## src/hw/svrp_pkg.sv

```systemverilog
package svrp_pkg;

   // Register offsets (low address byte of the port's APB window).
   localparam logic [7:0] CTRL_OFS = 8'he0;
   localparam logic [7:0] TOP_OFS = 8'he4;
   localparam logic [7:0] SIDE_OFS = 8'he8;
   localparam logic [7:0] HOLD_OFS = 8'hec;
   localparam logic [7:0] STAT_OFS = 8'hf0;

   // Register reset values.
   localparam logic [31:0] CTRL_RESET = 32'h0000_0400;
   localparam logic [11:0] TOP_RESET = 12'h000;
   localparam logic [31:0] SIDE_RESET = 32'h0000_0000;

   // Timing counts in video clock edges and bits per word.
   localparam logic [2:0] SYNC_LAST_EDGE = 3'h4;
   localparam logic [4:0] WORD_LAST_BIT = 5'h1f;

   // Status register field positions.
   localparam int STAT_DRQ_POS = 0;
   localparam int STAT_SHIFT_POS = 1;
   localparam int STAT_HOLD_POS = 2;
   localparam int STAT_PAGE_POS = 3;
   localparam int STAT_STATE_POS = 4;

   typedef enum logic [1:0]
   {
      MODE_OFF = 2'h0,
      MODE_IRQ = 2'h1,
      MODE_DMA0 = 2'h2,
      MODE_DMA1 = 2'h3
   } svrp_mode_e;

   typedef enum logic [2:0]
   {
      ST_IDLE = 3'h0,
      ST_WAIT = 3'h1,
      ST_DELAY = 3'h3,
      ST_LEFT = 3'h2,
      ST_DATA = 3'h6
   } svrp_state_e;

   typedef struct packed
   {
      logic [16:0] rsv_hi;
      logic [3:0] clock_divide;
      logic data_direction;
      svrp_mode_e mode;
      logic clock_edge_select;
      logic rsv6;
      logic page_sync_direction;
      logic page_sync_polarity;
      logic page_sync_level;
      logic line_sync_polarity;
      logic shift_direction;
      logic output_level_invert;
   } svrp_ctrl_s;

   typedef struct packed
   {
      logic [3:0] rsv_hi;
      logic [11:0] left_margin_clocks;
      logic [15:0] bits_per_line;
   } svrp_side_s;

   typedef struct packed
   {
      logic psel;
      logic penable;
      logic pwrite;
      logic [7:0] paddr;
      logic [31:0] pwdata;
   } svrp_apb_req_s;

   typedef struct packed
   {
      logic pready;
      logic pslverr;
      logic [31:0] prdata;
   } svrp_apb_rsp_s;

   typedef struct packed
   {
      logic serial_video_out;
      logic serial_video_oe;
      logic page_sync_out;
      logic page_sync_oe;
   } svrp_pins_s;

   typedef struct packed
   {
      logic irq;
      logic dma0;
      logic dma1;
   } svrp_req_s;

endpackage : svrp_pkg

```

## src/hw/svrp_port.sv

```systemverilog
// Added by the designer: the register addresses and the APB interface to the registers.
`timescale 1ns/1ns
`default_nettype none

module svrp_port
(
   // Clock and reset.
   input wire logic MCLK,
   input wire logic RESET_N,
   // APB register bus.
   input wire svrp_pkg::svrp_apb_req_s APB_REQ,
   output svrp_pkg::svrp_apb_rsp_s APB_RSP,
   // Raster engine pins.
   input wire logic VIDEO_CLOCK_PIN,
   input wire logic LINE_SYNC_PIN,
   input wire logic PAGE_SYNC_IN,
   input wire logic SERIAL_VIDEO_IN,
   output svrp_pkg::svrp_pins_s PINS,
   // Service requests.
   output svrp_pkg::svrp_req_s REQ
);

   typedef struct packed
   {
      svrp_pkg::svrp_ctrl_s ctrl;
      logic [11:0] top_margin_lines;
      svrp_pkg::svrp_side_s side;
      logic [31:0] holding_word;
      logic [31:0] shift_reg;
      logic [11:0] top_cnt;
      logic [11:0] left_cnt;
      logic [15:0] line_cnt;
      logic [4:0] bit_cnt;
      logic [3:0] div_cnt;
      logic div_phase;
      logic [2:0] delay_cnt;
      svrp_pkg::svrp_state_e st;
      logic shift_full;
      logic holding_full;
      logic data_request_flag;
      logic [2:0] video_clock_pin_sync;
      logic [1:0] line_sync;
      logic [1:0] page_sync;
      logic [1:0] video_sync;
      logic line_prev;
      logic page_prev;
      svrp_pkg::svrp_apb_rsp_s apb;
      svrp_pkg::svrp_pins_s pins;
      svrp_pkg::svrp_req_s req;
   } svrp_regs_s;

   svrp_regs_s r;
   svrp_regs_s next_r;

   // Maps an address to a register number; 7 marks an unmapped address.
   function automatic logic [2:0] svrp_decode(input logic [7:0] addr);
      case (addr)
         svrp_pkg::CTRL_OFS: svrp_decode = 3'h0;
         svrp_pkg::TOP_OFS: svrp_decode = 3'h1;
         svrp_pkg::SIDE_OFS: svrp_decode = 3'h2;
         svrp_pkg::HOLD_OFS: svrp_decode = 3'h3;
         svrp_pkg::STAT_OFS: svrp_decode = 3'h4;
         default: svrp_decode = 3'h7;
      endcase
   endfunction : svrp_decode

   always_comb
   begin
      logic vedge;
      logic tick;
      logic enabled;
      logic tx;
      logic line_act;
      logic page_act;
      logic access;
      logic wr;
      logic rd;
      logic sample;
      logic in_bit;
      logic cur_bit;
      logic [2:0] sel;
      logic [31:0] rdata;
      logic [31:0] shifted;
      svrp_pkg::svrp_ctrl_s wctrl;
      svrp_pkg::svrp_ctrl_s rctrl;
      vedge = 1'b0;
      tick = 1'b0;
      enabled = 1'b0;
      tx = 1'b0;
      line_act = 1'b0;
      page_act = 1'b0;
      access = 1'b0;
      wr = 1'b0;
      rd = 1'b0;
      sample = 1'b0;
      in_bit = 1'b0;
      cur_bit = 1'b0;
      sel = 3'h7;
      rdata = 32'h0000_0000;
      shifted = 32'h0000_0000;
      wctrl = svrp_pkg::svrp_ctrl_s'(APB_REQ.pwdata);
      rctrl = r.ctrl;
      next_r = r;

      // Pin synchronisers.
      next_r.video_clock_pin_sync = {r.video_clock_pin_sync[1:0], VIDEO_CLOCK_PIN};
      next_r.line_sync = {r.line_sync[0], LINE_SYNC_PIN};
      next_r.page_sync = {r.page_sync[0], PAGE_SYNC_IN};
      next_r.video_sync = {r.video_sync[0], SERIAL_VIDEO_IN};

      enabled = r.ctrl.mode != svrp_pkg::MODE_OFF;
      tx = !r.ctrl.data_direction;
      if (r.ctrl.clock_edge_select)
         vedge = !r.video_clock_pin_sync[1] && r.video_clock_pin_sync[2];
      else
         vedge = r.video_clock_pin_sync[1] && !r.video_clock_pin_sync[2];

      // Syncs are sampled on the active video clock edge.
      if (vedge)
      begin
         next_r.line_prev = r.line_sync[1];
         next_r.page_prev = r.page_sync[1];
      end
      if (r.ctrl.line_sync_polarity)
         line_act = vedge && r.line_prev && !r.line_sync[1];
      else
         line_act = vedge && !r.line_prev && r.line_sync[1];
      if (r.ctrl.page_sync_polarity)
         page_act = vedge && r.page_prev && !r.page_sync[1];
      else
         page_act = vedge && !r.page_prev && r.page_sync[1];
      page_act = page_act && !r.ctrl.page_sync_direction;

      // Interface clock divider.
      if (r.ctrl.clock_divide == 4'h0)
         tick = vedge;
      else
      begin
         tick = vedge && r.div_phase
            && (r.div_cnt == r.ctrl.clock_divide - 4'h1);
         if (vedge)
         begin
            if (r.div_cnt == r.ctrl.clock_divide - 4'h1)
            begin
               next_r.div_cnt = 4'h0;
               next_r.div_phase = !r.div_phase;
            end
            else
               next_r.div_cnt = r.div_cnt + 4'h1;
         end
      end

      // APB slave: one wait cycle, then the answer.
      access = APB_REQ.psel && APB_REQ.penable;
      next_r.apb.pready = access && !r.apb.pready;
      wr = access && r.apb.pready && APB_REQ.pwrite;
      rd = access && r.apb.pready && !APB_REQ.pwrite;
      sel = svrp_decode(APB_REQ.paddr);
      rctrl.page_sync_level = r.ctrl.page_sync_direction
         ? r.ctrl.page_sync_level
         : r.page_sync[1] ^ r.ctrl.page_sync_polarity;
      case (sel)
         3'h0: rdata = 32'(rctrl);
         3'h1: rdata = {20'h00000, r.top_margin_lines};
         3'h2: rdata = 32'(r.side);
         3'h3: rdata = r.holding_word;
         3'h4:
         begin
            rdata[svrp_pkg::STAT_DRQ_POS] = r.data_request_flag;
            rdata[svrp_pkg::STAT_SHIFT_POS] = r.shift_full;
            rdata[svrp_pkg::STAT_HOLD_POS] = r.holding_full;
            rdata[svrp_pkg::STAT_PAGE_POS] = rctrl.page_sync_level;
            rdata[svrp_pkg::STAT_STATE_POS +: 3] = r.st;
         end
         default: rdata = 32'h0000_0000;
      endcase
      if (access && !r.apb.pready)
      begin
         next_r.apb.prdata = APB_REQ.pwrite ? 32'h0000_0000 : rdata;
         next_r.apb.pslverr = sel == 3'h7;
      end
      else
      begin
         next_r.apb.prdata = 32'h0000_0000;
         next_r.apb.pslverr = 1'b0;
      end

      if (wr)
      begin
         case (sel)
            3'h0:
            begin
               next_r.ctrl = wctrl;
               next_r.ctrl.rsv_hi = 17'h00000;
               next_r.ctrl.rsv6 = 1'b0;
               if (enabled && tx && r.ctrl.page_sync_direction
                  && wctrl.page_sync_direction
                  && !r.ctrl.page_sync_level && wctrl.page_sync_level)
                  page_act = 1'b1;
            end
            3'h1: next_r.top_margin_lines = APB_REQ.pwdata[11:0];
            3'h2:
            begin
               next_r.side = svrp_pkg::svrp_side_s'(APB_REQ.pwdata);
               next_r.side.rsv_hi = 4'h0;
            end
            3'h3:
            begin
               next_r.holding_word = APB_REQ.pwdata;
               if (tx)
               begin
                  next_r.holding_full = 1'b1;
                  next_r.data_request_flag = 1'b0;
               end
            end
            default: next_r.ctrl = r.ctrl;
         endcase
      end
      if (rd && sel == 3'h3 && !tx)
         next_r.data_request_flag = 1'b0;

      if (!enabled)
      begin
         // Disabled: machines idle, programmed registers kept.
         next_r.st = svrp_pkg::ST_IDLE;
         next_r.shift_reg = 32'h0000_0000;
         next_r.shift_full = 1'b0;
         next_r.holding_full = 1'b0;
         next_r.data_request_flag = 1'b0;
         next_r.top_cnt = 12'h000;
         next_r.left_cnt = 12'h000;
         next_r.line_cnt = 16'h0000;
         next_r.bit_cnt = 5'h00;
         next_r.delay_cnt = 3'h0;
         next_r.div_cnt = 4'h0;
         next_r.div_phase = 1'b0;
      end
      else if (tx)
      begin
         if (!r.shift_full && r.holding_full)
         begin
            next_r.shift_reg = r.holding_word;
            next_r.shift_full = 1'b1;
            next_r.holding_full = 1'b0;
            next_r.bit_cnt = 5'h00;
            next_r.data_request_flag = 1'b1;
         end
         cur_bit = r.ctrl.shift_direction ? r.shift_reg[31] : r.shift_reg[0];
         case (r.st)
            svrp_pkg::ST_IDLE:
            begin
               if (page_act)
               begin
                  next_r.top_cnt = r.top_margin_lines;
                  next_r.left_cnt = r.side.left_margin_clocks;
                  next_r.line_cnt = r.side.bits_per_line;
                  next_r.st = svrp_pkg::ST_WAIT;
               end
            end
            svrp_pkg::ST_WAIT:
            begin
               if (line_act)
               begin
                  if (!r.shift_full)
                     next_r.st = svrp_pkg::ST_IDLE;
                  else if (r.top_cnt != 12'h000)
                     next_r.top_cnt = r.top_cnt - 12'h001;
                  else
                  begin
                     next_r.st = svrp_pkg::ST_DELAY;
                     next_r.delay_cnt = 3'h0;
                  end
               end
            end
            svrp_pkg::ST_DELAY:
            begin
               if (vedge)
               begin
                  next_r.delay_cnt = r.delay_cnt + 3'h1;
                  if (r.delay_cnt == svrp_pkg::SYNC_LAST_EDGE)
                  begin
                     next_r.div_cnt = 4'h0;
                     next_r.div_phase = 1'b0;
                     if (r.left_cnt == 12'h000)
                        next_r.st = svrp_pkg::ST_DATA;
                     else
                        next_r.st = svrp_pkg::ST_LEFT;
                  end
               end
            end
            svrp_pkg::ST_LEFT:
            begin
               if (tick)
               begin
                  next_r.left_cnt = r.left_cnt - 12'h001;
                  if (r.left_cnt == 12'h001)
                  begin
                     next_r.left_cnt = r.side.left_margin_clocks;
                     next_r.st = svrp_pkg::ST_DATA;
                  end
               end
            end
            svrp_pkg::ST_DATA:
            begin
               if (tick)
               begin
                  next_r.line_cnt = r.line_cnt - 16'h0001;
                  if (r.line_cnt <= 16'h0001)
                  begin
                     next_r.shift_reg = 32'h0000_0000;
                     next_r.shift_full = 1'b0;
                     next_r.bit_cnt = 5'h00;
                     next_r.line_cnt = r.side.bits_per_line;
                     next_r.st = svrp_pkg::ST_WAIT;
                  end
                  else if (r.shift_full)
                  begin
                     if (r.bit_cnt == svrp_pkg::WORD_LAST_BIT)
                     begin
                        next_r.bit_cnt = 5'h00;
                        next_r.shift_reg = r.holding_word;
                        next_r.shift_full = r.holding_full;
                        if (r.holding_full)
                        begin
                           next_r.holding_full = 1'b0;
                           next_r.data_request_flag = 1'b1;
                        end
                     end
                     else
                     begin
                        next_r.bit_cnt = r.bit_cnt + 5'h01;
                        if (r.ctrl.shift_direction)
                           next_r.shift_reg = {r.shift_reg[30:0], 1'b0};
                        else
                           next_r.shift_reg = {1'b0, r.shift_reg[31:1]};
                     end
                  end
               end
            end
            default: next_r.st = svrp_pkg::ST_IDLE;
         endcase
         if (line_act && !r.shift_full && r.st != svrp_pkg::ST_IDLE)
            next_r.st = svrp_pkg::ST_IDLE;
      end
      else
      begin
         // Receive: page sync and margins play no part.
         in_bit = r.video_sync[1];
         case (r.st)
            svrp_pkg::ST_WAIT:
            begin
               if (line_act)
               begin
                  next_r.line_cnt = r.side.bits_per_line;
                  next_r.delay_cnt = 3'h0;
                  next_r.st = svrp_pkg::ST_DELAY;
               end
            end
            svrp_pkg::ST_DELAY:
            begin
               if (vedge)
               begin
                  next_r.delay_cnt = r.delay_cnt + 3'h1;
                  if (r.delay_cnt == svrp_pkg::SYNC_LAST_EDGE)
                  begin
                     sample = 1'b1;
                     next_r.div_cnt = 4'h0;
                     next_r.div_phase = 1'b0;
                     next_r.st = svrp_pkg::ST_DATA;
                  end
               end
            end
            svrp_pkg::ST_DATA: sample = tick;
            default: next_r.st = svrp_pkg::ST_WAIT;
         endcase
         if (sample)
         begin
            if (r.line_cnt == 16'h0000)
               next_r.st = svrp_pkg::ST_WAIT;
            else
            begin
               if (r.ctrl.shift_direction)
                  shifted = {r.shift_reg[30:0], in_bit};
               else
                  shifted = {in_bit, r.shift_reg[31:1]};
               next_r.shift_reg = shifted;
               next_r.shift_full = 1'b1;
               next_r.bit_cnt = r.bit_cnt + 5'h01;
               next_r.line_cnt = r.line_cnt - 16'h0001;
               if (r.bit_cnt == svrp_pkg::WORD_LAST_BIT
                  || r.line_cnt == 16'h0001)
               begin
                  next_r.holding_word = shifted;
                  next_r.data_request_flag = 1'b1;
                  next_r.shift_reg = 32'h0000_0000;
                  next_r.shift_full = 1'b0;
                  next_r.bit_cnt = 5'h00;
               end
               if (r.line_cnt == 16'h0001)
                  next_r.st = svrp_pkg::ST_WAIT;
            end
         end
      end

      // Turning the port on.
      if (wr && sel == 3'h0 && !enabled
         && wctrl.mode != svrp_pkg::MODE_OFF)
      begin
         if (!wctrl.data_direction)
            next_r.data_request_flag = 1'b1;
         else
            next_r.st = svrp_pkg::ST_WAIT;
      end

      // Registered pins and request lines.
      cur_bit = next_r.ctrl.shift_direction
         ? next_r.shift_reg[31] : next_r.shift_reg[0];
      next_r.pins.serial_video_out = next_r.ctrl.output_level_invert
         ^ (cur_bit && next_r.shift_full && enabled
         && next_r.st == svrp_pkg::ST_DATA);
      next_r.pins.serial_video_oe = !next_r.ctrl.data_direction;
      next_r.pins.page_sync_out = next_r.ctrl.page_sync_level
         ^ next_r.ctrl.page_sync_polarity;
      next_r.pins.page_sync_oe = next_r.ctrl.page_sync_direction;
      next_r.req.irq = next_r.data_request_flag
         && next_r.ctrl.mode == svrp_pkg::MODE_IRQ;
      next_r.req.dma0 = next_r.data_request_flag
         && next_r.ctrl.mode == svrp_pkg::MODE_DMA0;
      next_r.req.dma1 = next_r.data_request_flag
         && next_r.ctrl.mode == svrp_pkg::MODE_DMA1;
   end

   always_ff @(posedge MCLK or negedge RESET_N)
   begin
      if (!RESET_N)
      begin
         r <= '0;
         r.ctrl <= svrp_pkg::svrp_ctrl_s'(svrp_pkg::CTRL_RESET);
         r.top_margin_lines <= svrp_pkg::TOP_RESET;
         r.side <= svrp_pkg::svrp_side_s'(svrp_pkg::SIDE_RESET);
         r.st <= svrp_pkg::ST_IDLE;
      end
      else
         r <= next_r;
   end

   assign APB_RSP = r.apb;
   assign PINS = r.pins;
   assign REQ = r.req;

endmodule : svrp_port

`default_nettype wire

```

## config.mk

```make
export PLATFORM = sky130hd
export DESIGN_NAME = svrp_port
export DESIGN_NICKNAME = d
export VERILOG_FILES = /design/src/hw/svrp_pkg.sv /design/src/hw/svrp_port.sv
export SDC_FILE = /design/constraint.sdc
export NUM_CORES = 1
export LEC_CHECK = 0
export BUFFER_PORTS_ARGS = -buffer_cell sky130_fd_sc_hd__buf_2
export CORE_ASPECT_RATIO = 2
export CORE_MARGIN = 10
export CORE_UTILIZATION = 48
export DETAILED_ROUTE_END_ITERATION = 6
export PLACE_DENSITY = 0.7
export SLEW_MARGIN = 20
export SYNTH_ARGS = -nofsm -noshare
export SYNTH_HDL_FRONTEND = slang
export SYNTH_SLANG_ARGS = --single-unit
```

## constraint.sdc

```tcl
create_clock -name MCLK -period 7.7 [get_ports MCLK]
set_input_delay 1.54 -clock MCLK [delete_from_list [all_inputs] [get_ports MCLK]]
set_output_delay 1.54 -clock MCLK [all_outputs]
set_load 0.01 [all_outputs]
```

==> impl_metrics.tcl, run 1 <==
set metrics [dict create \
    synth.yosys.seq_area_share_pct 42.7 \
    synth_edf_count 0 \
    vias 11700 \
    die_x_um 138 \
    synth_cells 1486 \
    worstSkewPairLatency_ns 0.54 \
    cp_cell_sequence "inv_1 > ha_1 > xnor2_1 > a2111oi_4 > nand3_2 > a21boi_4 > nand2b_1 > buf_4 > o22ai_1 > a221oi_1 > nor2_1" \
    io_buffers 89 \
    crit_buf_inv 2 \
    gp_congestion 0.955 \
    min_path_cells 0 \
    core_mm2 0.0275 \
    diodes 0 \
    grt_max_degree 124 \
    regArea_mm2 0.00571 \
    clockRootBuffer "clkbuf_16" \
    p_total_w 0.00251 \
    worstReg2RegEnd "r[78]" \
    cts_sinks 228 \
    synth_warnings 0 \
    required_ns 8.10 \
    ant_nets 0 \
    vias_per_cell 6.31 \
    min-delay-start "next_r[50]" \
    yosys-top-cells-area "dfrtp_1, mux2_2, mux2i_1" \
    fmax_ghz 0.245 \
    crit_arrival_ns 4.48 \
    drv_cap 0 \
    num-fill-cells 2586 \
    rsz0062_at_grt "no" \
    ys_async_sr_fraction_pct 100 \
    synth.avg_cell_area_um2 9.00 \
    dpl.hpwl_um 30800 \
    startpoint_type "flip-flop" \
    end_kind "flip-flop" \
    cp_max_fo 24 \
    post_cts_buffers 0 \
    start_util_pct 48.6 \
    worstReg2RegStart "r[230]" \
    wl_per_cell_um 23.4 \
    max_slew_margin_pct 25.2 \
    grt_pass1_wl_um 67300 \
    whs_endpoint "next_r[51]" \
    r2r.worst_path.cells 11 \
    fin_crit_sh_pct 53.0 \
    tightestPinTransition_ns 1.12 \
    tns_ns 0 \
    ys_seq_elements 228 \
    dieArea_mm2 0.0353 \
    antenna_found_initial 0 \
    grt_usage_pct 23.5 \
    multiInputGateArea_mm2 0.00690 \
    die_height_um 256 \
    cts-buffers-inserted 22 \
    cts_resized 0 \
    fp-row-count 86 \
    skew_ns 0.0238 \
    area_growth_syn_to_layout_pct 8.63 \
    cpPeakStageDelay_ns 0.79 \
    wl_um 43300 \
    cts_tree "done" \
    yosysTopAreaCell "dfrtp_1" \
    grt_pass1_vias 11600 \
    pin_count 90 \
    yosysTopAreaCellShare_pct 42.5 \
    fin_crit_ns 4.08 \
    syn_nets 1550 \
    first_pass_iters 6 \
    synth.most_common_cell "dfrtp_1" \
    peakVddDrop_mv 0.274 \
    synthFlopType "dfrtp_1" \
    synth_cell_types 79 \
    cp_slowest_cell "nand2b_1" \
    outcome "completed" \
    yosys-top-cells-count "dfrtp_1, nand2_1, nor2_1" \
    clkTransAtPathRegs_ns 0.07 \
    r2r_slack_ns 3.62 \
    drive_gt1_share_pct 17.1 \
    critPathTopFamily "compound AO/OA/AOI/OAI gates" \
    htreeDepth 1 \
    critPathKind "reg -> reg" \
    p_leak_nw 6.56 \
    hold_path.class "reg -> reg" \
    syn_area_mm2 0.0134 \
    clockBufferDepth 3 \
    timing.final.hold_violations 0 \
    drc_errors 0 \
    setup_violations 0 \
    final_nets 1547 \
    p_per_area_mw_per_mm2 173 \
    ctsHoldBuffers 0 \
    drt_iter0_drc 1019 \
    report.final.slew_viol_count 0 \
    grt_remaining_overflow 0 \
]
## worst reg2reg max path, stage by stage, from the launching register on
cell,delay [ns]
dfrtp_1,0.48
inv_1,0.12
ha_1,0.36
xnor2_1,0.18
a2111oi_4,0.44
nand3_2,0.18
a21boi_4,0.38
nand2b_1,0.79
buf_4,0.46
o22ai_1,0.17
a221oi_1,0.33
nor2_1,0.08
## kinds of logic (layout without fill, tap and decap cells)
kind of cell | after synthesis | after routing | synth area share, %
buffers and inverters | 161 | 173 | 5.87
AND/OR/NAND/NOR | 491 | 491 | 16.5
multiplexers | 164 | 164 | 13.1
adder cells (fa/ha/maj) | 15 | 15 | 1.40
flip-flops | 228 | 228 | 42.7
XOR/XNOR | 26 | 26 | 1.81
AO/OA/AOI/OAI | 401 | 401 | 18.7
## sequential cells by signal, indices dropped and copies added, names as in the netlist
name and count:
r 182, PINS 4, APB_RSP 34, REQ 3, next_r 5
## worst max-delay path by stage
stage | start | to | slack, ns | cells after the start
global placement | APB_REQ[34] | r[213] | 3.35 | 5
detailed placement | APB_REQ[34] | r[211] | 3.27 | 5
global route | r[230] | REQ[2] | 3.40 | 11
finish | r[230] | r[78] | 3.62 | 11
floorplan | APB_REQ[36] | r[154] | 3.96 | 10
CTS | r[230] | REQ[0] | 3.65 | 11
## metal layers
layer / share of wire, % / vias to the layer above / GRT usage [%]
met2: 52 / 525 / 42.1
li1: - / 5269 / -
met4: 7.3 / 0 / 16.6
met1: 35 / 5716 / 24.6
met3: 5.6 / 155 / 3.31
met5: 0 / - / 0
## per-stage QoR
stage          hold slack (ns)  area [µm²]  utilization [%]  setup slack, ns  cells
2_1_floorplan            0.331       13400                -             3.96   1486
3_3_place_gp             0.335       13700             49.8             3.35   1811
3_5_place_dp             0.336       13700             49.8             3.27   1811
4_1_cts                  0.352       14500             52.7             3.65   1850
5_1_grt                  0.358       14500             52.7             3.40   1850
6_report                 0.350       14500             52.7             3.62   1850
## power by group
group	total, W	switching, W	internal [W]
Sequential	0.00121	0.00000608	0.00120
Clock	0.00120	0.000488	0.000716
Combinational	0.0000930	0.0000656	0.0000275
Total	0.00251	0.000559	0.00195
## placed cells by master (no fill, tap or decap), types with 5 or more instances in the layout
cell / synthesis / final
dfrtp_1: 227 / 227
nand2_1: 187 / 187
nor2_1: 150 / 150
a21oi_1: 129 / 129
o21ai_0: 120 / 120
buf_2: 12 / 88
mux2_2: 87 / 87
mux2i_1: 77 / 77
nor3_1: 44 / 44
inv_1: 28 / 28
o22ai_1: 27 / 27
clkbuf_16: 0 / 22
o221ai_1: 19 / 19
nand3_1: 17 / 17
xnor2_1: 16 / 16
buf_4: 42 / 16
and3_1: 15 / 15
ha_1: 15 / 15
a221oi_1: 13 / 13
and2_1: 12 / 12
a211oi_1: 12 / 12
nor4_1: 11 / 11
o21a_1: 10 / 10
xor2_1: 9 / 9
or2_2: 7 / 8
nand2b_1: 8 / 8
o211ai_1: 6 / 6
nor3b_1: 6 / 6
a21o_1: 6 / 6
a31oi_1: 6 / 6
bufinv_16: 0 / 5
## cell type report
type                       count  area share (%)
timing repair buffer         105            3.96
sequential                   228            39.3
inverter                      29           0.749
tap                          352            3.03
clock buffer                  27            4.06
clock inverter                12            1.41
multi-input combinational   1097            47.5
Note: power is estimated with default switching activity, not from simulation.
==> run 2, diff against run 1 <==
- clock period: 7.7 -> 4.3 ns (I/O delays scaled with it)
==> run 2 against run 1 <==
Effect of this change:
- utilization increased by 0.57 points
- sequential share of layout area decreased by 0.42 points
- worst hold slack got worse by 0.033 ns
- highest routed layer unchanged
- clock power increased by 77%
- largest cell class unchanged
- largest power group unchanged
- die area unchanged
==> impl_metrics.tcl, run 2 (same netlist as run 1, synthesis figures left out) <==
set metrics [dict create \
    drt_iter0_drc 1151 \
    max_slew_margin_pct 25.9 \
    largest_reg_flops 182 \
    core_mm2 0.0275 \
    startpoint_type "flip-flop" \
    drive_gt1_share_pct 18.4 \
    drv_cap 0 \
    clockBufferDepth 3 \
    fp-row-count 86 \
    p_total_w 0.00446 \
    instances_no_fill 1876 \
    clockRootBuffer "clkbuf_16" \
    cp_slowest_cell "a31oi_1" \
    first_pass_iters 6 \
    pin_count 90 \
    worstReg2RegEnd "REQ[0]" \
    cpPeakStageDelay_ns 0.48 \
    grt_pass1_wl_um 68500 \
    hold_path.class "in -> async" \
    most-common-layout-cells "dfrtp_1, nand2_1, nor2_1, a21oi_1, o21ai_0" \
    endpoint "REQ[0]" \
    peakVddDrop_mv 0.382 \
    vias 11900 \
    wl_per_cell_um 23.6 \
    setup_violations 0 \
    timing.final.hold_violations 0 \
    antenna_found_initial 1 \
    diodes 0 \
    p_per_area_mw_per_mm2 304 \
    r2r.worst_path.cells 10 \
    required_ns 4.69 \
    worstSkewPairLatency_ns 0.54 \
    r2r_slack_ns 0.99 \
    grt_remaining_overflow 0 \
    gr-usage-met3_pct 3.12 \
    worstReg2RegStart "r[230]" \
    final_nets 1571 \
    fmax_ghz 0.302 \
    cts_resized 0 \
    htreeDepth 1 \
    vias_per_cell 6.32 \
    fin_crit_ns 3.31 \
    post_cts_buffers 0 \
    skew_ns 0.0160 \
    crit_top_cell "a21oi_1" \
    cp_max_fo 5 \
    p_leak_nw 6.68 \
    gp_congestion 0.975 \
    num-fill-cells 2555 \
    report.final.slew_viol_count 0 \
    grtUsageMet1_pct 25.0 \
    crit_buf_inv 1 \
    fin_crit_sh_pct 76.9 \
    dieArea_mm2 0.0353 \
    intPower_w 0.00343 \
    dp.cells 1834 \
    start_util_pct 48.6 \
    tightestPinTransition_ns 1.11 \
    clkTransAtPathRegs_ns 0.07 \
    grt_usage_pct 24.0 \
    cts_sinks 228 \
    final_common_cell "dfrtp_1" \
    power.share.switching_pct 23.1 \
    cp_cell_sequence "inv_1 > ha_1 > xnor3_1 > and3_1 > a31oi_1 > nor2_1 > a21oi_1 > nor2b_1 > a21oi_1 > nor3_1" \
    crit_arrival_ns 3.69 \
    outcome "completed" \
    grt_pass1_vias 11900 \
    p_comb_share_pct 3.8 \
    die_x_um 138 \
    regMostFlops "r" \
    critPathKind "reg -> reg" \
    area_growth_syn_to_layout_pct 9.80 \
    cts-buffers-inserted 23 \
    rsz0062_at_grt "no" \
    use_met2_pct 42.9 \
    grt-busiest-layer "met2" \
    io_buffers 89 \
    tns_ns 0 \
    cts_tree "done" \
    die_height_um 256 \
    power.share.sequential_pct 48.6 \
    cp_num_cells 10 \
    dpl.hpwl_um 32000 \
    wl_um 44300 \
    drc_errors 0 \
    grt_max_degree 89 \
    ctsHoldBuffers 0 \
    ant_nets 0 \
    p_sw_w 0.00103 \
    end_kind "flip-flop" \
    critPathTopFamily "compound AO/OA/AOI/OAI gates" \
    cp-startpoint "r[230]" \
    p_clk_share_pct 47.6 \
]
[run 2: how the worst min path moves through the flow]
stage,endpoint,slack (ns),cells after the start
global placement,r[46],0.34,0
CTS,APB_RSP[26],0.35,1
global route,APB_RSP[26],0.35,1
floorplan,next_r[51],0.33,0
detailed placement,r[46],0.34,0
finish,APB_RSP[26],0.32,1
[run 2: cell type report]
| class | instances | area (µm²) | share of cell area (%) |
|---|---|---|---|
| flip-flops and latches | 228 | 5710 | 38.9 |
| inverters | 29 | 109 | 0.741 |
| repair buffers | 128 | 761 | 5.18 |
| well taps | 352 | 440 | 3.00 |
| multi-input cells | 1097 | 6890 | 46.9 |
| clock buffers | 29 | 628 | 4.28 |
| clock inverters | 13 | 151 | 1.03 |
[run 2: power by group through the flow]
stage | clock, W | combinational (W) | sequential (W)
after global placement | 0 | 0.000168 | 0.00221
after CTS | 0.00215 | 0.000171 | 0.00217
after floorplan | 0 | 0.0000626 | 0.00220
final | 0.00212 | 0.000169 | 0.00217
after global routing | 0.00224 | 0.000184 | 0.00217
after detailed placement | 0 | 0.000170 | 0.00221
[run 2: layer usage]
metal,up-vias,routed length [µm]
met1,5843,15300
met5,-,0
li1,5299,-
met4,0,3680
met2,543,22700
met3,179,2610
[run 2: worst reg2reg max path, cell delays in order (launching register included)]
cell and delay [ns]:
dfrtp_1 0.44, inv_1 0.11, ha_1 0.21, xnor3_1 0.44, and3_1 0.23, a31oi_1 0.48
nor2_1 0.31, a21oi_1 0.29, nor2b_1 0.08, a21oi_1 0.45, nor3_1 0.13
[run 2: metrics by stage]
step | utilization, % | hold WS [ns] | worst slack [ns] | area (µm²)
6_report | 53.3 | 0.317 | 0.993 | 14700
5_1_grt | 53.3 | 0.349 | 0.839 | 14700
4_1_cts | 53.3 | 0.347 | 1.09 | 14700
3_5_place_dp | 50.5 | 0.341 | 0.871 | 13900
3_3_place_gp | 50.5 | 0.335 | 0.975 | 13900
2_1_floorplan | - | 0.331 | 1.24 | 13400
==> run 3, diff against run 2 <==
- clock period: 4.3 -> 3.2 ns (I/O delays scaled with it)
==> run 3 against run 2 <==
Effect of this change:
- critical endpoint is now r[81]
- global-route usage grew 0.70 points
- via count rose by 1.8%
- worst hold slack lost 0.22 ns
- sequential share of layout area fell by 0.59 points
- sequential power is 34% higher
- final area rose by 1.5%
- critical path depth unchanged
==> impl_metrics.tcl, run 3 (same netlist as run 1, synthesis figures left out) <==
set metrics [dict create \
    outcome "completed" \
    drc_errors 0 \
    vias 12100 \
    pin_count 90 \
    cts-buffers-inserted 23 \
    skew_ns 0.0267 \
    required_ns 3.59 \
    hold_path.class "in -> async" \
    clkTransAtPathRegs_ns 0.06 \
    whs_ns 0.0938 \
    ant_nets 0 \
    multiInputGateArea_mm2 0.00690 \
    dieArea_mm2 0.0353 \
    grt_max_degree 80 \
    startpoint_type "flip-flop" \
    htreeDepth 1 \
    num-fill-cells 2542 \
    grt_pass1_wl_um 70400 \
    ctsHoldBuffers 0 \
    core_mm2 0.0275 \
    critPathKind "reg -> reg" \
    cts_sinks 228 \
    io_buffers 89 \
    fmax_ghz 0.330 \
    most-common-layout-cells "dfrtp_1, nand2_1, nor2_1, a21oi_1, o21ai_0" \
    grt_pass1_vias 12200 \
    grt_usage_pct 24.7 \
    antenna_found_initial 0 \
    fin_crit_ns 3.03 \
    max_slew_margin_pct 33.4 \
    die_x_um 138 \
    start_util_pct 48.6 \
    cts_resized 0 \
    fp-row-count 86 \
    cpPeakStageDelay_ns 0.47 \
    regArea_mm2 0.00571 \
    dp.cells 1864 \
    wl_um 45400 \
    cp_max_fo 17 \
    area_growth_syn_to_layout_pct 11.5 \
    regMostFlops "r" \
    drt_iter0_drc 1082 \
    r2r.worst_path.cells 10 \
    dpl.hpwl_um 33400 \
    final_nets 1601 \
    final_common_cell "dfrtp_1" \
    fin_crit_sh_pct 94.8 \
    cp_cell_sequence "inv_1 > ha_1 > xnor3_1 > and3_1 > a31oi_2 > o311ai_2 > buf_4 > a22o_1 > a222oi_1 > a21oi_1" \
    drive_gt1_share_pct 19.8 \
    die_height_um 256 \
    post_cts_buffers 0 \
    p_total_w 0.00587 \
    clockRootBuffer "clkbuf_16" \
    worstSkewPairLatency_ns 0.54 \
    drv_cap 0 \
    setup_violations 0 \
    report.final.slew_viol_count 0 \
    tns_ns 0 \
    p_per_area_mw_per_mm2 394 \
    diodes 0 \
    tightestPinTransition_ns 0.999 \
    gp_congestion 1.04 \
    cts_tree "done" \
    grt_remaining_overflow 0 \
    clockBufferDepth 3 \
    cp_slowest_cell "a222oi_1" \
    instances_no_fill 1902 \
    crit_arrival_ns 3.42 \
    largest_reg_flops 182 \
    wl_per_cell_um 23.9 \
    end_kind "flip-flop" \
    first_pass_iters 7 \
    rsz0062_at_grt "no" \
    peakVddDrop_mv 0.471 \
    p_leak_nw 6.81 \
    timing.final.hold_violations 0 \
    vias_per_cell 6.35 \
]
==> run 3: changes by cell type in the layout (fill, tap and decap cells not counted) <==
cell	previous run	this run
buf_4	38	65
clkinv_2	7	3
buf_12	1	4
clkinv_4	2	0
a31oi_1	6	5
a31oi_2	1	2
bufinv_16	3	2
clkbuf_1	3	4
clkbuf_8	3	4
clkinvlp_4	0	1
==> run 3: routing by layer <==
layer / GRT usage [%] / part of all wire, %
met5: 0 / 0
met4: 18.6 / 8.1
met3: 3.32 / 5.7
met2: 44.3 / 52
met1: 25.4 / 34
==> run 3: critical path, delay by kind of cell, from the launching register on <==
kind	cells	cell delay (ns)
buffers and inverters	2	0.33
AND/OR/NAND/NOR	1	0.23
flip-flops	1	0.44
XOR/XNOR	1	0.43
AO/OA/AOI/OAI	5	1.23
adder cells (fa/ha/maj)	1	0.20
==> run 3: path summary, 6_finish.rpt <==
| check | startpoint | to | slack (ns) |
|---|---|---|---|
| max in group asynchronous | RESET_N | r[177] | 2.30 |
| max | r[230] | r[81] | 0.17 |
| min in group MCLK | PAGE_SYNC_IN | next_r[46] | 0.21 |
| max reg2reg | r[230] | r[81] | 0.17 |
| min reg2reg | next_r[48] | r[48] | 0.35 |
| min | RESET_N | APB_RSP[26] | 0.09 |
==> run 3: power by group <==
group / switching, W / internal (W)
combinational: 0.000162 / 0.0000765
clock: 0.00115 / 0.00157
sequential: 0.0000153 / 0.00290
==> run 3: through the flow <==
step	cell area, µm²	util (%)	worst slack [ns]
CTS	14900	54.1	0.157
detailed placement	14200	51.4	0.190
floorplan	13400	-	0.361
finish	14900	54.1	0.167
global placement	14200	51.4	0.225
global route	14900	54.1	0.00683
==> run 3: final cells by class <==
| cell class | count | share of cell area, % |
|---|---|---|
| inverter | 29 | 0.730 |
| sequential | 228 | 38.3 |
| clock buffer | 31 | 4.33 |
| tap | 352 | 2.95 |
| clock inverter | 7 | 0.613 |
| timing repair buffer | 158 | 6.86 |
| multi-input combinational | 1097 | 46.2 |
